--- config.mk ---
export PLATFORM = sky130hd
export DESIGN_NAME = asof_framer
export DESIGN_NICKNAME = d
export VERILOG_FILES = /design/src/asof_pkg.sv /design/src/asof_framer.sv /design/src/asof_tick_div.sv
export SDC_FILE = /design/constraint.sdc
export NUM_CORES = 1
export LEC_CHECK = 0
export BUFFER_PORTS_ARGS = -buffer_cell sky130_fd_sc_hd__buf_2
export CAP_MARGIN = 20
export CORE_MARGIN = 3
export CORE_UTILIZATION = 35
export DETAILED_ROUTE_END_ITERATION = 16
export GPL_ROUTABILITY_DRIVEN = 0
export PLACE_DENSITY = 0.66
export RECOVER_POWER = 25
export SETUP_SLACK_MARGIN = 0.1
export SYNTH_ARGS = -nofsm -noshare
export SYNTH_HDL_FRONTEND = slang
export SYNTH_SLANG_ARGS = --single-unit
--- constraint.sdc ---
create_clock -name CLOCK -period 9.9 [get_ports CLOCK]
set_input_delay 1.98 -clock CLOCK [delete_from_list [all_inputs] [get_ports CLOCK]]
set_output_delay 1.98 -clock CLOCK [all_outputs]
set_load 0.02 [all_outputs]
--- src/asof_pkg.sv ---
// Shared constants and carrier types for the serial output framer.
package asof_pkg;

  // ----------------------------------------------------------------
  // Clocking and lane rate
  // ----------------------------------------------------------------
  localparam longint unsigned CLK_HZ         = 50_000_000;
  localparam longint unsigned MAX_LANE_BPS   = 1_000_000_000;
  // One lane bit is three ticks long, so the bit clock phase moves in sixths.
  localparam int unsigned     TICKS_PER_SLOT = 3;
  localparam int unsigned     TICKS_PER_BCLK = 2 * TICKS_PER_SLOT;
  localparam int unsigned     PHASE_STEPS    = 6;
  localparam longint unsigned MIN_DIV        =
    (CLK_HZ + TICKS_PER_SLOT * MAX_LANE_BPS - 1) / (TICKS_PER_SLOT * MAX_LANE_BPS);
  localparam logic [1:0]      SUB_LAST       = 2'h2;
  localparam logic [2:0]      PHASE_180      = 3'h3;

  // ----------------------------------------------------------------
  // Word shaping
  // ----------------------------------------------------------------
  localparam int unsigned DATA_BITS   = 14;
  localparam int unsigned WORD16_BITS = 16;
  localparam int unsigned WORD12_BITS = 12;
  localparam int unsigned CHANNELS    = 2;
  localparam int unsigned LANES       = 2;
  // Last slot index and first low-frame slot per word length and lane mode.
  localparam logic [3:0]  LAST_16_2L  = 4'h7;
  localparam logic [3:0]  LAST_12_2L  = 4'h5;
  localparam logic [3:0]  LAST_16_1L  = 4'hF;
  localparam logic [3:0]  LAST_12_1L  = 4'hB;
  localparam logic [3:0]  HALF_16_2L  = 4'h4;
  localparam logic [3:0]  HALF_12_2L  = 4'h3;
  localparam logic [3:0]  HALF_16_1L  = 4'h8;
  localparam logic [3:0]  HALF_12_1L  = 4'h6;

  // ----------------------------------------------------------------
  // Register map
  // ----------------------------------------------------------------
  localparam int unsigned ADDR_W      = 8;
  localparam int unsigned DATA_W      = 32;
  localparam logic [7:0]  REG_CTRL    = 8'h00;
  localparam logic [7:0]  REG_STATUS  = 8'h04;
  localparam logic [7:0]  REG_COUNT   = 8'h08;
  localparam logic [1:0]  RESP_OKAY   = 2'h0;
  localparam logic [1:0]  RESP_SLVERR = 2'h2;
  localparam int unsigned CTRL_W      = 12;

  typedef struct packed {
    logic       standby;
    logic       power_down;
    logic       one_lane;
    logic       offset_binary;
    logic       lsb_first;
    logic       word12;
    logic [2:0] phase;
    logic [2:0] div_m1;
  } asof_ctrl_t;

  localparam asof_ctrl_t CTRL_RST = '{standby: 1'b0, power_down: 1'b0, one_lane: 1'b0,
                                      offset_binary: 1'b0, lsb_first: 1'b0, word12: 1'b0,
                                      phase: PHASE_180, div_m1: 3'h0};

  typedef struct packed {
    logic [CHANNELS-1:0][DATA_BITS-1:0] chan;
  } asof_sample_t;

endpackage

--- src/asof_framer.sv ---
// Dual-channel serial output framer with its AXI4-Lite register slave.
// ----------------------------------------------------------------
// ----------------------------------------------------------------
module asof_framer (
  input  wire logic                         CLOCK,
  input  wire logic                         SYS_RST,
  input  wire logic [asof_pkg::ADDR_W-1:0]  S_AXI_AWADDR,
  input  wire logic                         S_AXI_AWVALID,
  output logic                              S_AXI_AWREADY,
  input  wire logic [asof_pkg::DATA_W-1:0]  S_AXI_WDATA,
  input  wire logic [3:0]                   S_AXI_WSTRB,
  input  wire logic                         S_AXI_WVALID,
  output logic                              S_AXI_WREADY,
  output logic [1:0]                        S_AXI_BRESP,
  output logic                              S_AXI_BVALID,
  input  wire logic                         S_AXI_BREADY,
  input  wire logic [asof_pkg::ADDR_W-1:0]  S_AXI_ARADDR,
  input  wire logic                         S_AXI_ARVALID,
  output logic                              S_AXI_ARREADY,
  output logic [asof_pkg::DATA_W-1:0]       S_AXI_RDATA,
  output logic [1:0]                        S_AXI_RRESP,
  output logic                              S_AXI_RVALID,
  input  wire logic                         S_AXI_RREADY,
  input  wire asof_pkg::asof_sample_t       SAMPLE_IN,
  output logic                              SAMPLE_TAKEN,
  input  wire logic                         POWER_DOWN_PIN,
  output logic [3:0]                        LANE_OUT,
  output logic [3:0]                        LANE_OE,
  output logic                              BIT_CLOCK_OUT,
  output logic                              BIT_CLOCK_OE,
  output logic                              WORD_FRAME_CLOCK_OUT,
  output logic                              WORD_FRAME_CLOCK_OE,
  output logic                              REFERENCE_ON
);

  // ----------------------------------------------------------------
  // Declarations
  // ----------------------------------------------------------------
  asof_pkg::asof_ctrl_t         ctrl_ff;
  asof_pkg::asof_ctrl_t         nxt_ctrl;
  logic                         aw_got_ff;
  logic                         w_got_ff;
  logic [asof_pkg::ADDR_W-1:0]  aw_addr_ff;
  logic [asof_pkg::DATA_W-1:0]  w_data_ff;
  logic [3:0]                   w_strb_ff;
  logic                         bvalid_ff;
  logic [1:0]                   bresp_ff;
  logic                         rvalid_ff;
  logic [1:0]                   rresp_ff;
  logic [asof_pkg::DATA_W-1:0]  rdata_ff;
  logic [asof_pkg::DATA_W-1:0]  rd_word;
  logic                         rd_hit;
  logic                         wr_fire;
  logic                         wr_hit;
  logic [31:0]                  word_cnt_ff;
  logic                         pdn_act;
  logic                         stby_act;
  logic                         run;
  logic                         tick;
  logic                         rate_over;
  logic                         started_ff;
  logic [1:0]                   sub_ff;
  logic [3:0]                   slot_ff;
  logic                         w12_ff;
  logic                         one_ff;
  logic                         load;
  logic                         slot_edge;
  logic [1:0]                   nxt_sub;
  logic [3:0]                   nxt_slot;
  logic [3:0]                   last_slot;
  logic [3:0]                   half_slot;
  logic                         use_w12;
  logic                         use_one;
  logic [2:0]                   bclk_pos;
  logic [3:0]                   phase_pos;
  logic                         bclk_ff;
  logic                         frame_ff;
  logic                         oe_ff;
  logic [3:0]                   lane_ff;

  // ----------------------------------------------------------------
  // Word shaping
  // ----------------------------------------------------------------
  // Bit i of the result is the i-th bit placed on the wire.
  function automatic logic [15:0] shape(input logic [13:0] d,
                                        input logic        w12,
                                        input logic        lsbf,
                                        input logic        offb);
    logic [13:0] enc;
    logic [15:0] seq;
    enc = offb ? {~d[13], d[12:0]} : d;
    seq = '0;
    for (int i = 0; i < asof_pkg::DATA_BITS; i++) begin
      if (w12) begin
        if (i < asof_pkg::WORD12_BITS) begin
          seq[i] = lsbf ? enc[i + asof_pkg::DATA_BITS - asof_pkg::WORD12_BITS]
                        : enc[asof_pkg::DATA_BITS - 1 - i];
        end
      end else begin
        seq[i] = lsbf ? enc[i] : enc[asof_pkg::DATA_BITS - 1 - i];
      end
    end
    return seq;
  endfunction

  // ----------------------------------------------------------------
  // AXI4-Lite write path
  // ----------------------------------------------------------------
  // Address and data are latched separately, so either may arrive first.
  assign S_AXI_AWREADY = !aw_got_ff && !bvalid_ff;
  assign S_AXI_WREADY  = !w_got_ff && !bvalid_ff;
  assign wr_fire       = aw_got_ff && w_got_ff && !bvalid_ff;
  assign wr_hit        = (aw_addr_ff == asof_pkg::REG_CTRL) ||
                         (aw_addr_ff == asof_pkg::REG_STATUS) ||
                         (aw_addr_ff == asof_pkg::REG_COUNT);

  always_ff @(posedge CLOCK or posedge SYS_RST) begin
    if (SYS_RST) begin
      aw_got_ff  <= 1'b0;
      aw_addr_ff <= '0;
    end else if (S_AXI_AWVALID && S_AXI_AWREADY) begin
      aw_got_ff  <= 1'b1;
      aw_addr_ff <= S_AXI_AWADDR;
    end else if (wr_fire) begin
      aw_got_ff  <= 1'b0;
    end
  end

  always_ff @(posedge CLOCK or posedge SYS_RST) begin
    if (SYS_RST) begin
      w_got_ff  <= 1'b0;
      w_data_ff <= '0;
      w_strb_ff <= 4'h0;
    end else if (S_AXI_WVALID && S_AXI_WREADY) begin
      w_got_ff  <= 1'b1;
      w_data_ff <= S_AXI_WDATA;
      w_strb_ff <= S_AXI_WSTRB;
    end else if (wr_fire) begin
      w_got_ff  <= 1'b0;
    end
  end

  always_ff @(posedge CLOCK or posedge SYS_RST) begin
    if (SYS_RST) begin
      bvalid_ff <= 1'b0;
      bresp_ff  <= asof_pkg::RESP_OKAY;
    end else if (wr_fire) begin
      bvalid_ff <= 1'b1;
      bresp_ff  <= wr_hit ? asof_pkg::RESP_OKAY : asof_pkg::RESP_SLVERR;
    end else if (S_AXI_BREADY) begin
      bvalid_ff <= 1'b0;
    end
  end

  assign S_AXI_BVALID = bvalid_ff;
  assign S_AXI_BRESP  = bresp_ff;

  // Only the control register is writable; byte strobes gate each byte.
  always_comb begin
    logic [asof_pkg::DATA_W-1:0] cur;
    cur = asof_pkg::DATA_W'(ctrl_ff);
    for (int b = 0; b < 4; b++) begin
      if (w_strb_ff[b]) begin
        cur[b*8 +: 8] = w_data_ff[b*8 +: 8];
      end
    end
    nxt_ctrl = asof_pkg::asof_ctrl_t'(cur[asof_pkg::CTRL_W-1:0]);
  end

  always_ff @(posedge CLOCK or posedge SYS_RST) begin
    if (SYS_RST) begin
      ctrl_ff <= asof_pkg::CTRL_RST;
    end else if (wr_fire && aw_addr_ff == asof_pkg::REG_CTRL) begin
      ctrl_ff <= nxt_ctrl;
    end
  end

  // ----------------------------------------------------------------
  // AXI4-Lite read path
  // ----------------------------------------------------------------
  assign S_AXI_ARREADY = !rvalid_ff;

  always_comb begin
    rd_word = '0;
    rd_hit  = 1'b1;
    unique case (S_AXI_ARADDR)
      asof_pkg::REG_CTRL:   rd_word = asof_pkg::DATA_W'(ctrl_ff);
      asof_pkg::REG_STATUS: rd_word = {28'h000_0000, POWER_DOWN_PIN, rate_over,
                                       stby_act, pdn_act};
      asof_pkg::REG_COUNT:  rd_word = word_cnt_ff;
      default:              rd_hit  = 1'b0;
    endcase
  end

  always_ff @(posedge CLOCK or posedge SYS_RST) begin
    if (SYS_RST) begin
      rvalid_ff <= 1'b0;
      rdata_ff  <= '0;
      rresp_ff  <= asof_pkg::RESP_OKAY;
    end else if (S_AXI_ARVALID && S_AXI_ARREADY) begin
      rvalid_ff <= 1'b1;
      rdata_ff  <= rd_word;
      rresp_ff  <= rd_hit ? asof_pkg::RESP_OKAY : asof_pkg::RESP_SLVERR;
    end else if (S_AXI_RREADY) begin
      rvalid_ff <= 1'b0;
    end
  end

  assign S_AXI_RVALID = rvalid_ff;
  assign S_AXI_RDATA  = rdata_ff;
  assign S_AXI_RRESP  = rresp_ff;

  // ----------------------------------------------------------------
  // Power modes and rate
  // ----------------------------------------------------------------
  assign pdn_act      = ctrl_ff.power_down || POWER_DOWN_PIN;
  assign stby_act     = ctrl_ff.standby && !pdn_act;
  assign run          = !pdn_act && !stby_act;
  assign REFERENCE_ON = !pdn_act;
  // A divider below MIN_DIV, the fastest legal setting, flags a lane overrun.
  assign rate_over    = ({1'b0, ctrl_ff.div_m1} + 4'h1) < 4'(asof_pkg::MIN_DIV);

  asof_tick_div u_div (
    .clk    (CLOCK),
    .rst    (SYS_RST),
    .run    (run),
    .div_m1 (ctrl_ff.div_m1),
    .tick   (tick)
  );

  // ----------------------------------------------------------------
  // Slot sequencing
  // ----------------------------------------------------------------
  // Word length and lane mode are latched per word so a change never splits one.
  assign load      = tick && (!started_ff || (sub_ff == asof_pkg::SUB_LAST &&
                                              slot_ff == last_slot));
  assign slot_edge = tick && (!started_ff || sub_ff == asof_pkg::SUB_LAST);
  assign use_w12   = load ? ctrl_ff.word12 : w12_ff;
  assign use_one   = load ? ctrl_ff.one_lane : one_ff;
  assign SAMPLE_TAKEN = load;

  always_comb begin
    unique case ({one_ff, w12_ff})
      2'b00:   begin last_slot = asof_pkg::LAST_16_2L; half_slot = asof_pkg::HALF_16_2L; end
      2'b01:   begin last_slot = asof_pkg::LAST_12_2L; half_slot = asof_pkg::HALF_12_2L; end
      2'b10:   begin last_slot = asof_pkg::LAST_16_1L; half_slot = asof_pkg::HALF_16_1L; end
      default: begin last_slot = asof_pkg::LAST_12_1L; half_slot = asof_pkg::HALF_12_1L; end
    endcase
  end

  always_comb begin
    nxt_sub  = sub_ff;
    nxt_slot = slot_ff;
    if (load) begin
      nxt_sub  = 2'h0;
      nxt_slot = 4'h0;
    end else if (slot_edge) begin
      nxt_sub  = 2'h0;
      nxt_slot = slot_ff + 4'h1;
    end else if (tick) begin
      nxt_sub  = sub_ff + 2'h1;
    end
  end

  always_ff @(posedge CLOCK or posedge SYS_RST) begin
    if (SYS_RST) begin
      started_ff <= 1'b0;
      sub_ff     <= 2'h0;
      slot_ff    <= 4'h0;
      w12_ff     <= 1'b0;
      one_ff     <= 1'b0;
    end else if (!run) begin
      started_ff <= 1'b0;
      sub_ff     <= 2'h0;
      slot_ff    <= 4'h0;
    end else begin
      sub_ff  <= nxt_sub;
      slot_ff <= nxt_slot;
      if (load) begin
        started_ff <= 1'b1;
        w12_ff     <= ctrl_ff.word12;
        one_ff     <= ctrl_ff.one_lane;
      end
    end
  end

  always_ff @(posedge CLOCK or posedge SYS_RST) begin
    if (SYS_RST) begin
      word_cnt_ff <= 32'h0000_0000;
    end else if (load) begin
      word_cnt_ff <= word_cnt_ff + 32'h0000_0001;
    end
  end

  // ----------------------------------------------------------------
  // Clocks out
  // ----------------------------------------------------------------
  // One bit clock period spans two slots, so it runs at four per 16-bit word in two-lane mode and eight in one-lane mode.
  assign bclk_pos  = nxt_slot[0] ? (3'(asof_pkg::TICKS_PER_SLOT) + {1'b0, nxt_sub})
                                 : {1'b0, nxt_sub};
  assign phase_pos = 4'((5'({2'b00, bclk_pos}) + 5'(2 * asof_pkg::PHASE_STEPS) -
                        5'({2'b00, ctrl_ff.phase})) % 5'(asof_pkg::PHASE_STEPS));

  always_ff @(posedge CLOCK or posedge SYS_RST) begin
    if (SYS_RST) begin
      bclk_ff  <= 1'b0;
      frame_ff <= 1'b0;
      oe_ff    <= 1'b0;
    end else begin
      oe_ff <= run;
      if (!run) begin
        bclk_ff  <= 1'b0;
        frame_ff <= 1'b0;
      end else if (tick) begin
        bclk_ff <= phase_pos >= 4'(asof_pkg::TICKS_PER_SLOT);
        if (slot_edge) begin
          frame_ff <= nxt_slot < half_slot;
        end
      end
    end
  end

  // ----------------------------------------------------------------
  // Per-channel serializers
  // ----------------------------------------------------------------
  for (genvar ch = 0; ch < asof_pkg::CHANNELS; ch++) begin : g_chan
    logic [15:0] seq_ff;
    logic [15:0] seq_use;
    logic [4:0]  idx;
    assign seq_use = load ? shape(SAMPLE_IN.chan[ch], use_w12, ctrl_ff.lsb_first,
                                  ctrl_ff.offset_binary) : seq_ff;
    assign idx     = use_one ? {1'b0, nxt_slot} : {nxt_slot, 1'b0};

    always_ff @(posedge CLOCK or posedge SYS_RST) begin
      if (SYS_RST) begin
        seq_ff                            <= 16'h0000;
        lane_ff[ch*asof_pkg::LANES +: 2]  <= 2'b00;
      end else if (!run) begin
        lane_ff[ch*asof_pkg::LANES +: 2]  <= 2'b00;
      end else if (slot_edge) begin
        if (load) begin
          seq_ff <= seq_use;
        end
        if (use_one) begin
          lane_ff[ch*asof_pkg::LANES +: 2] <= {1'b0, seq_use[idx[3:0]]};
        end else begin
          lane_ff[ch*asof_pkg::LANES +: 2] <= {seq_use[idx[3:0] + 4'h1],
                                               seq_use[idx[3:0]]};
        end
      end
    end
  end

  // ----------------------------------------------------------------
  // Pin drive
  // ----------------------------------------------------------------
  // Drivers release together in power-down and standby, never piecemeal.
  assign LANE_OUT             = lane_ff;
  assign LANE_OE              = {4{oe_ff}};
  assign BIT_CLOCK_OUT        = bclk_ff;
  assign BIT_CLOCK_OE         = oe_ff;
  assign WORD_FRAME_CLOCK_OUT = frame_ff;
  assign WORD_FRAME_CLOCK_OE  = oe_ff;

endmodule // asof_framer

--- src/asof_tick_div.sv ---
// Programmable divider that turns the system clock into the tick enable.
module asof_tick_div (
  input  wire logic       clk,
  input  wire logic       rst,
  input  wire logic       run,
  input  wire logic [2:0] div_m1,
  output logic            tick
);

  logic [2:0] cnt_ff;

  // Divides by div_m1 + 1, so one to eight clocks per tick.
  always_ff @(posedge clk or posedge rst) begin
    if (rst) begin
      cnt_ff <= 3'h0;
    end else if (!run || cnt_ff >= div_m1) begin
      cnt_ff <= 3'h0;
    end else begin
      cnt_ff <= cnt_ff + 3'h1;
    end
  end

  assign tick = run && (cnt_ff >= div_m1);

endmodule // asof_tick_div

=== After elaboration in Yosys (flattened, before gate mapping) ===
Index checks and enable logic that the tools add are counted.

* Bits in registers: 157
* Bits in latches: 0
* Bits in writable memories: 0
* Bits in read-only memories: 0
* Output and inout bits: 55
* Memories: 0

* $add $sub $neg: 9
* $mul: 0
* Div/mod/pow operators: 1
* $lt $le $gt $ge: 6
* Eq/ne operators: 11
* Shift-type cells: 0
* Mux-type cells: 130
* Bitwise logic cells: 2
* Reductions and logical operators: 40

{| class="wikitable"
|+ Operator list
! kind !! number
|-
| $mux 1 || 101
|-
| $pmux 32 s3 || 1
|-
| $add 32x1->32 const B || 1
|-
| $mux 16 || 2
|-
| $mux 14 || 2
|-
| $mux 2 || 12
|-
| $pmux 4 s3 || 2
|-
| $bmux 1 s4 || 4
|-
| $eq 8x3->1 const B || 2
|-
| $eq 8x4->1 const B || 2
|-
| $logic_not 8->1 || 2
|-
| $mux 4 || 4
|-
| $logic_and 1x1->1 || 14
|-
| $lt 4x5->1 const B || 2
|-
| $add 4x1->4 const B || 2
|-
| $logic_not 1->1 || 8
|-
| $reduce_bool 2->1 || 4
|-
| $logic_or 1x1->1 || 6
|-
| $mux 3 || 2
|-
| $ne 2x1->1 const B || 3
|-
| $reduce_and 2->1 || 3
|-
| $add 3x4->5 const B || 1
|-
| $mod 5x3->5 const B || 1
|-
| $sub 5x3->5 || 1
|-
| other kinds (15) || 17
|}

=== Longest topological paths before layout ===
Gate-level depths: netlist of the first run.

* Word-level depth: 17
* Gate-level depth with buffers: 26
* Gate-level depth less buffers: 26

=== Modules after synthesis ===
From an unflattened synthesis of the first run, not the netlist that was laid out.

* Cell total of the unflattened synthesis: 868
* Area total of the unflattened synthesis: 8543.2 sq um

{| class="wikitable"
|+ Modules (own cells, without submodules)
! module !! times used !! cells each !! area an instance (sq um) !! sequential area each (sq um)
|-
| asof_framer || 1 || 846 || 8326.7 || 3806.2
|-
| asof_tick_div || 1 || 22 || 216.5 || 75.1
|}

=== Least setup slack after synthesis of the first run ===
Ideal clock, no wire load.

* Path kind: input to register
* From: input port POWER_DOWN_PIN
* To: register bclk_ff, in the netlist BIT_CLOCK_OUT
* Library setup time: 0.136 ns
* Data arrival time: 6.054 ns
* Required time: 9.764 ns
* Setup slack: 3.710 ns
* Cell stages on the path: 22
* Cells stage by stage: or3_1 > clkbuf_1 > inv_2 > nand2_1 > xnor2_1 > nand2_1 > ha_1 > o22ai_1 > ha_1 > ha_1 > fa_1 > nor3b_1 > a21o_1 > ha_1 > nand3b_1 > o21ai_0 > xor2_1 > ha_1 > a2111oi_0 > o211ai_1 > o311ai_0 > a21oi_1

* Longest elaborated chain between the ends: 17

{| class="wikitable"
|+ Ends and longest elaborated chain
! element !! RTL line !! source
|-
| from (decl) || asof_framer.sv:26 || <nowiki>input wire logic POWER_DOWN_PIN,</nowiki>
|-
| $logic_or 1x1->1 * || asof_framer.sv:216 || <nowiki>assign pdn_act = ctrl_ff.power_down || POWER_DOWN_PIN;</nowiki>
|-
| $logic_not 1->1 * || asof_framer.sv:217, asof_framer.sv:218 ||
|-
| $logic_and 1x1->1 || asof_framer.sv:217 || <nowiki>assign stby_act = ctrl_ff.standby && !pdn_act;</nowiki>
|-
| $logic_not 1->1 || asof_framer.sv:218 || <nowiki>assign run = !pdn_act && !stby_act;</nowiki>
|-
| $logic_and 1x1->1 * || asof_framer.sv:218 ||
|-
| via run || asof_framer.sv:58 || <nowiki>logic run;</nowiki>
|-
| $logic_and 1x1->1 || asof_tick_div.sv:23 || <nowiki>assign tick = run && (cnt_ff >= div_m1);</nowiki>
|-
| $mux 2 / $logic_and 1x1->1 (equally long branches) || asof_framer.sv:260, asof_framer.sv:237 ||
|-
| [... 2 more ...] || n/a ||
|-
| $add 2x2->3 || asof_framer.sv:299 || <nowiki>assign bclk_pos = nxt_slot[0] ? (3'(asof_pkg::TICKS_PER_SLOT) + {1'b0, nxt_sub})</nowiki>
|-
| $mux 3 || asof_framer.sv:299 ||
|-
| $add 3x4->5 || asof_framer.sv:301 || <nowiki>assign phase_pos = 4'((5'({2'b00, bclk_pos}) + 5'(2 * asof_pkg::PHASE_STEPS) -</nowiki>
|-
| $sub 5x3->5 || asof_framer.sv:301 ||
|-
| $mod 5x3->5 || asof_framer.sv:302 || <nowiki>5'({2'b00, ctrl_ff.phase})) % 5'(asof_pkg::PHASE_STEPS));</nowiki>
|-
| $ge 4x2->1 || asof_framer.sv:315 || <nowiki>bclk_ff <= phase_pos >= 4'(asof_pkg::TICKS_PER_SLOT);</nowiki>
|-
| $mux 1 || asof_framer.sv:314 || <nowiki>end else if (tick) begin</nowiki>
|-
| $mux 1 || asof_framer.sv:311 || <nowiki>if (!run) begin</nowiki>
|-
| to (signal assigned) || asof_framer.sv:315 ||
|-
| to (decl) || asof_framer.sv:76 || <nowiki>logic bclk_ff;</nowiki>
|}

The timed path passes the listed nets; every way through them passes the cells marked *. The select of a mux whose other input is x is not followed.
A chain may end at the register's enable or synchronous reset.

=== Final worst setup path of the first run ===
Same ends and word-level chain as after synthesis.

==> results.toml, run 1 <==
[outcome]
outcome = "finished with violations"
violations = "max-capacitance violations, max-slew violations"

[power]
cellLeakagePower_uw = 0.00452
ir_drop_mv = 0.136
p_per_area_nw_per_um2 = 234

[grt]
grt_first_pass_wirelength_um = 33100
track_usage_pct = 16.1
grt_pass1_vias = 6060
grt_overflow = 0
grt_max_degree = 80
antenna_found_initial = 0

[drt]
drcViolationCount = 0
route.met2.wl_um = 9210
num_vias = 6242
wl_um = 20300
vias_per_cell = 5.10
topRoutingLayerUsed = "met4"
ant_nets = 0
drtPass1Iterations = 5
wl_met1_um = 9840
wl_met3_um = 835
drtIter0Drc = 343
wl_per_cell_um = 16.5

[timing]
layout_min_cycle_time_ns = 6.86
hold_ws_ns = 0.470
setup_viol = 0
rsz0062_at_grt = "no"
tightest_slew_ns = 3.48
clock_skew_ns = 0.0137
maxSlewViolCount = 78
fmax_mhz = 146
final-hold-violation-count = 0
setup_tns_ns = 0
relSlewSlack_pct = -133
timing.final.crit_share_pct = 69.3

[final_layout]
nNetsFinal = 1012
area_delta_synth_final_pct = 16.5
drive_gt1_share_pct = 23.9
insertedDiodeCount = 0
final_common_cell = "dfrtp_1"
nFillCells = 2264
final_cell_mix = "153 x dfrtp_1, 118 x buf_2, 94 x nand2_1, 58 x o21ai_0, 47 x mux2i_1"
register_area_um2 = 3880
multi_input_area_um2 = 3940

[worst_setup_path]
cp.buffers_inverters = 2
startpoint_type = "input port"
cpLargestDelayFamily = "adder cells"
ff2ff_setup_slack_ns = 4.12
path_cells = "buf_2 -> or3_1 -> inv_2 -> nand2_1 -> xnor2_1 -> nand2_1 -> ha_1 -> o22ai_1 -> ha_1 -> ha_1 -> fa_1 -> nor3b_1 -> a21o_1 -> ha_1 -> nand3b_1 -> o21ai_0 -> xor2_1 -> ha_1 -> a2111oi_0 -> o211ai_1 -> o311ai_0 -> a21oi_1"
criticalPathCategory = "in2reg"
cpMaxStageDelayCell = "or3_1"
arrival_ns = 7.13
endpoint_kind = "flop"
cp_max_fo = 16
critPathMostFrequentCell = "ha_1"
cp.required_ns = 10.17
slowest_delay_ns = 0.59

[floorplanning]
initial_utilization_pct = 36.0
die_area_um2 = 25400
pin_count = 143
rows = 55
fp.coreArea_um2 = 22800
die_w_um = 159
die_h_um = 159

[yosys]
yosys_most_used_dff = "dfrtp_1"
synth_area_leaders = "dfrtp_1 46%, mux2i_1 5.7%, mux2_2 5.3%"
syn_area_um2 = 8240
synth_top_cell_area_share_pct = 46.5
syn_inst = 803
synth_edf_count = 0
synth.largest_area_cell = "dfrtp_1"
synth-seq-area-share_pct = 47.1
syn_avg_cell_area_um2 = 10.3
ys_ff_latch = 155
ys_async_sr_fraction_pct = 100
yosysWarnings = 0
synthDistinctLibCells = 69

[clock_network]
cts_hold_buffers = 0
clk_pin_slew_ns = 0.06
htree_levels = 4
tritoncts = "yes"
cts_resized = 0
root_buffer = "clkbuf_16"
cts_buffers = 17
clk-insertion-delay-late_ns = 0.43
post-cts-setup-buffer-count = 0
clock_sinks = 155
clockBufferDepth = 2

[job]
drv_cap = 1

[min_path]
hold_path_class = "reg2reg"

[place]
hpwl_um = 14500
numPortBuffers = 118
==> worst register-to-register path, stage by stage (launching register included) <==
cell	delay, ns
dfrtp_1	0.37
inv_1	0.05
ha_1	0.29
nand2_1	0.07
o21ai_1	0.54
nand2_1	0.35
xnor2_1	0.24
nand2_1	0.12
ha_1	0.33
o22ai_1	0.18
ha_1	0.27
ha_1	0.22
fa_1	0.41
nor3b_1	0.23
a21o_1	0.13
ha_1	0.16
nand3b_1	0.10
o21ai_0	0.40
xor2_1	0.14
ha_1	0.24
a2111oi_0	0.37
o211ai_1	0.17
o311ai_0	0.13
a21oi_1	0.11
==> kinds of logic after synthesis <==
logic type               Yosys count  share of synthesized area (%)
AND/OR/NAND/NOR                  221                           12.5
AO/OA/AOI/OAI                    177                           14.4
multiplexers                      92                           12.7
adder cells (fa/ha/maj)           24                           3.74
buffers and inverters             92                           5.09
other                              1                         0.0455
XOR/XNOR                          41                           4.36
flip-flops                       155                           47.1
==> registers in the layout, indices dropped and copies added, names as in the netlist, 2 cells and up <==
signal         flops
S_AXI_RDATA       32
g_chan.seq_ff     32
word_cnt_ff       32
ctrl_ff           12
w_data_ff         12
aw_addr_ff         8
LANE_OUT           4
slot_ff            4
u_div.cnt_ff       3
sub_ff             2
w_strb_ff          2
==> stage by stage <==
step	cells	cell area (um2)	total power (uW)	worst slack [ns]	util, %
floorplan	804	8240	1460	3.71	-
global placement	1193	9040	1630	2.90	39.6
detailed placement	1193	9040	1650	2.67	39.6
CTS	1223	9570	2270	3.11	41.9
global route	1224	9600	2410	2.63	42.0
finish	1224	9600	2250	3.04	42.0
==> worst paths after layout <==
kind,startpoint,end,depth (start not counted)
max,POWER_DOWN_PIN,BIT_CLOCK_OUT,22
min,S_AXI_RDATA[1],S_AXI_RDATA[1],2
max in group asynchronous,SYS_RST,w_data_ff[7],4
max reg2reg,ctrl_ff[2],BIT_CLOCK_OUT,23
min reg2reg,S_AXI_RDATA[1],S_AXI_RDATA[1],2
min in group asynchronous,SYS_RST,S_AXI_RDATA[25],2
==> final cells by class <==
type / instances / area share [%]
Clock buffer: 20 / 4.86
Clock inverter: 10 / 0.730
Inverter: 44 / 1.92
Multi-Input combinational cell: 557 / 41.1
Sequential cell: 155 / 40.4
Tap cell: 313 / 4.08
Timing Repair Buffer: 125 / 6.91
==> synth_stat cells (5+ instances only) <==
library cell,count
dfrtp_1,153
nand2_1,94
o21ai_0,58
mux2i_1,47
inv_1,39
mux2_2,39
nor2_1,39
clkbuf_1,32
xnor2_1,31
a21oi_1,25
ha_1,23
a22o_1,21
nand3_1,21
and3_1,12
a211oi_1,10
xor2_1,10
nand4_1,9
o21a_1,9
and2_1,8
buf_4,8
nor3_1,8
nor2b_1,6
a21o_1,5
mux4_2,5
nand2b_1,5
o211ai_1,5
==> power breakdown <==
group	switching (uW)	leakage (uW)	total [uW]	internal, uW
registers	94.0	0.00203	876	781
clock network	265	0.000252	602	337
logic	440	0.00224	771	332
==> layer usage <==
metal / vias up / GRT usage (%)
met3: 26 / 3.33
met5: - / 0
li1: 3033 / -
met2: 163 / 24.4
met1: 3020 / 23.3
met4: 0 / 4.93
No activity file was read; power rests on OpenSTA's default activity.
==> run 2: changes to the inputs <==
ABC_AREA = 1   (was not set)
clock period = 6.34 ns   (was 9.9 ns; I/O delays follow)
==> results.toml, run 2 <==
[timing]
rsz0062_at_grt = "no"
maxSlewViolCount = 101
layout_min_cycle_time_ns = 5.53
tightest_slew_ns = 3.72
fmax_mhz = 181
setup_tns_ns = 0
clock_skew_ns = 0.0185
relSlewSlack_pct = -148
final-hold-violation-count = 0
setup_viol = 0
timing.final.crit_share_pct = 87.3

[place]
numPortBuffers = 118
place_inst = 1588
hpwl_um = 17000

[drt]
num_vias = 8167
ant_nets = 0
wl_um = 23800
vias_per_cell = 5.04
drcViolationCount = 0
drtIter0Drc = 586
wl_per_cell_um = 14.7
drtPass1Iterations = 7

[clock_network]
post-cts-setup-buffer-count = 0
cts_hold_buffers = 0
clk_pin_slew_ns = 0.07
cts_buffers = 17
clk-insertion-delay-late_ns = 0.44
root_buffer = "clkbuf_16"
clock_sinks = 155
tritoncts = "yes"
cts_resized = 0
htree_levels = 4
clockBufferDepth = 2

[yosys]
syn_avg_cell_area_um2 = 7.74
synth_top_cell_area_share_pct = 41.7
synth_area_leaders = "dfrtp_1 42%, nand2_1 11%, nand3_1 6.1%"
ys_async_sr_fraction_pct = 100
syn_area_um2 = 9180
ys_ff_latch = 155
yosys_most_used_dff = "dfrtp_1"
syn_inst = 1186
synth.largest_area_cell = "dfrtp_1"
synth_edf_count = 0
synth.most_common_cell = "nand2_1"
synth-seq-area-share_pct = 42.3
synthDistinctLibCells = 56
yosysWarnings = 0
synthTopCellsByCount = "266 x nand2_1, 153 x dfrtp_1, 145 x inv_1"

[worst_setup_path]
criticalPathCategory = "in2reg"
reg2regPathDepth = 25
cp_max_fo = 16
startpoint_type = "input port"
arrival_ns = 5.83
endpoint_kind = "flop"
cp.required_ns = 6.64

[grt]
track_usage_pct = 17.2
antenna_found_initial = 0
grt_max_degree = 101
grt_first_pass_wirelength_um = 40000
grt_pass1_vias = 7932
grt_overflow = 0

[min_path]
holdPathStages = 1
hold_path_class = "reg2reg"

[final_layout]
nNetsFinal = 1389
fin_cells = 1620
final_common_cell = "nand2_1"
insertedDiodeCount = 0
drive_gt1_share_pct = 18.1
area_delta_synth_final_pct = 15.2
final_cell_mix = "267 x nand2_1, 153 x dfrtp_1, 145 x inv_1, 123 x nor2_1, 118 x buf_2"

[power]
p_per_area_nw_per_um2 = 493
cellLeakagePower_uw = 0.00537
ir_drop_mv = 0.311

[job]
drv_cap = 1

[floorplanning]
die_h_um = 168
rows = 58
pin_count = 143
die_w_um = 168
die_area_um2 = 28200
initial_utilization_pct = 36.1
fp.coreArea_um2 = 25500

[outcome]
violations = "max-capacitance violations, max-slew violations"
outcome = "finished with violations"
==> run 2: final cells by class <==
| cell class | count | area (um2) |
|---|---|---|
| fillers | 2595 | 14900 |
| multi-input cells | 825 | 4420 |
| flip-flops and latches | 155 | 3880 |
| repair buffers | 126 | 651 |
| inverters | 152 | 573 |
| clock buffers | 17 | 425 |
| well taps | 330 | 413 |
| clock inverters | 15 | 221 |
==> run 2: worst paths after layout <==
| path | slack (ns) | from | endpoint |
|---|---|---|---|
| max | 0.81 | POWER_DOWN_PIN | BIT_CLOCK_OUT |
| min | 0.47 | u_div.cnt_ff[0] | u_div.cnt_ff[0] |
| max reg2reg | 1.04 | ctrl_ff[2] | BIT_CLOCK_OUT |
| min reg2reg | 0.47 | u_div.cnt_ff[0] | u_div.cnt_ff[0] |
| max in group asynchronous | 1.88 | SYS_RST | g_chan[0].seq_ff[11] |
| min in group asynchronous | 2.19 | SYS_RST | aw_addr_ff[7] |
==> run 2: cells by family after synthesis <==
group                    Yosys count  share of synthesized area, %
buffers and inverters            207                          9.67
XOR/XNOR                          37                          3.53
flip-flops                       155                          42.3
AO/OA/AOI/OAI                    133                          8.34
AND/OR/NAND/NOR                  609                          30.4
adder cells (fa/ha/maj)           24                          3.35
multiplexers                      20                          2.45
other                              1                        0.0408
==> run 2: worst max-delay path, stage by stage <==
cell      delay, ns
buf_2          0.11
or2_4          0.26
nor2_8         0.17
nand2_1        0.23
inv_4          0.25
nand2_1        0.07
nand3_1        0.13
ha_1           0.25
o21ai_0        0.20
ha_1           0.27
ha_1           0.23
fa_1           0.38
xor2_1         0.18
nor2_1         0.14
ha_1           0.19
inv_1          0.05
ha_1           0.18
nand2_1        0.11
nand2_1        0.10
xor2_1         0.17
ha_1           0.21
or2_2          0.31
o311ai_0       0.30
nand2_1        0.09
==> run 2: through the flow <==
stage | hold slack, ns | instance area (um2) | power (uW) | setup WS (ns) | util, %
final | 0.469 | 10600 | 5210 | 0.808 | 41.5
after global routing | 0.499 | 10600 | 5670 | 0.408 | 41.5
after CTS | 0.476 | 10600 | 5220 | 0.990 | 41.6
after detailed placement | 0.464 | 9950 | 4050 | 0.550 | 39.1
after global placement | 0.447 | 9950 | 3960 | 0.714 | 39.1
after floorplan | 0.430 | 9190 | 3460 | 0.897 | -
==> run 2: report_power, final <==
part           switching (uW)  internal [uW]
sequential                170           1260
clock                     485            645
combinational            1740            911
total                    2400           2810
==> run 2: per-layer routing <==
layer	routed length, um	share of wire, %	track usage, %
met4	381	1.6	5.05
met1	11100	47	23.7
met3	1260	5.3	3.08
met5	0	0	0
met2	11000	46	27.7
==> run 3: changes to the inputs <==
MAX_ROUTING_LAYER = met4   (was not set)
==> results.toml, run 3 (synthesis results as in run 2) <==
[clock_network]
clockBufferDepth = 2
root_buffer = "clkbuf_16"
post-cts-setup-buffer-count = 0
htree_levels = 4
tritoncts = "yes"
cts_buffers = 17
clk-insertion-delay-late_ns = 0.44
cts_resized = 0
cts_hold_buffers = 0
clock_sinks = 155
clk_pin_slew_ns = 0.07

[grt]
track_usage_pct = 17.7
grt_pass1_vias = 7938
antenna_found_initial = 0
grt_overflow = 0
grt_first_pass_wirelength_um = 40000
grt_max_degree = 101

[final_layout]
drive_gt1_share_pct = 18.1
fin_cells = 1620
nFillCells = 2595
final_cell_mix = "267 x nand2_1, 153 x dfrtp_1, 145 x inv_1, 123 x nor2_1, 118 x buf_2"
insertedDiodeCount = 0
area_delta_synth_final_pct = 15.2
nNetsFinal = 1389
final_common_cell = "nand2_1"
final_area_um2 = 10600

[timing]
final-hold-violation-count = 0
tightest_slew_ns = 3.69
fmax_mhz = 181
rsz0062_at_grt = "no"
layout_min_cycle_time_ns = 5.53
setup_tns_ns = 0
clock_skew_ns = 0.0146
maxSlewViolCount = 101
timing.final.crit_share_pct = 87.2
setup_viol = 0
setup_ws_ns = 0.815
relSlewSlack_pct = -146

[job]
drv_cap = 1

[worst_setup_path]
criticalPathCategory = "in2reg"
path_cells = "buf_2 -> or2_4 -> nor2_8 -> nand2_1 -> inv_4 -> nand2_1 -> nand3_1 -> ha_1 -> o21ai_0 -> ha_1 -> ha_1 -> fa_1 -> xor2_1 -> nor2_1 -> ha_1 -> inv_1 -> ha_1 -> nand2_1 -> nand2_1 -> xor2_1 -> ha_1 -> or2_2 -> o311ai_0 -> nand2_1"
cp.required_ns = 6.64
endpoint_kind = "flop"
arrival_ns = 5.83
startpoint_type = "input port"
cpMaxStageDelayCell = "fa_1"
critPathMostFrequentCell = "ha_1"
cp_max_fo = 16
reg2regPathDepth = 25
slowest_delay_ns = 0.38

[min_path]
holdPathStages = 1
hold_path_class = "reg2reg"

[place]
postPlaceCellArea_um2 = 9950
hpwl_um = 17000
place_inst = 1588
place_ws_ns = 0.550
numPortBuffers = 118

[outcome]
outcome = "finished with violations"
violations = "max-capacitance violations, max-slew violations"

[floorplanning]
die_area_um2 = 28200
initial_utilization_pct = 36.1
die_h_um = 168
fp.coreArea_um2 = 25500
die_w_um = 168
rows = 58
pin_count = 143

[power]
ir_drop_mv = 0.310
p_per_area_nw_per_um2 = 492
cellLeakagePower_uw = 0.00537

[drt]
vias_per_cell = 5.04
num_vias = 8157
drtIter0Drc = 637
wl_per_cell_um = 14.7
wl_um = 23700
drtPass1Iterations = 5
ant_nets = 0
drcViolationCount = 0
run 3: worst paths after layout:
path                                 start                    to  slack, ns
max                         POWER_DOWN_PIN         BIT_CLOCK_OUT       0.81
min                        u_div.cnt_ff[0]       u_div.cnt_ff[0]       0.47
max reg2reg                     ctrl_ff[2]         BIT_CLOCK_OUT       1.05
min reg2reg                u_div.cnt_ff[0]       u_div.cnt_ff[0]       0.47
max in group asynchronous          SYS_RST  g_chan[0].seq_ff[11]       1.89
min in group asynchronous          SYS_RST         aw_addr_ff[7]       2.18
run 3: critical path: cells and delay by family:
kind / cells / cell delay [ns]
fa+ha+maj: 7 / 1.71
simple gates: 10 / 1.61
compound gates: 2 / 0.50
buf+inv: 3 / 0.41
xor+xnor: 2 / 0.35
run 3: layout make-up:
cell class                      count  area [um2]  area share [%]
Sequential cell                   155        3880            36.7
Clock inverter                     15         221            2.09
Tap cell                          330         413            3.90
Multi-Input combinational cell    825        4420            41.7
Timing Repair Buffer              126         651            6.15
Inverter                          152         573            5.42
Clock buffer                       17         425            4.02
run 3: routing by layer:
metal,GRT usage [%],vias up,part of all wire (%)
met4,5.05,0,1.6
li1,-,4039,-
met2,27.7,216,47
met1,23.9,3876,47
met5,-,-,0
met3,2.89,26,5.0
run 3: through the flow:
step	total power [uW]	util [%]	hold slack [ns]
floorplan	3460	-	0.430
global placement	3960	39.1	0.447
detailed placement	4050	39.1	0.464
CTS	5220	41.6	0.476
global route	5670	41.5	0.499
finish	5200	41.5	0.469
run 3: where the power goes:
part           switching [uW]  internal, uW  total (uW)
registers                 171          1260        1430
clock network             483           645        1130
logic                    1740           911        2650
total                    2390          2810        5200
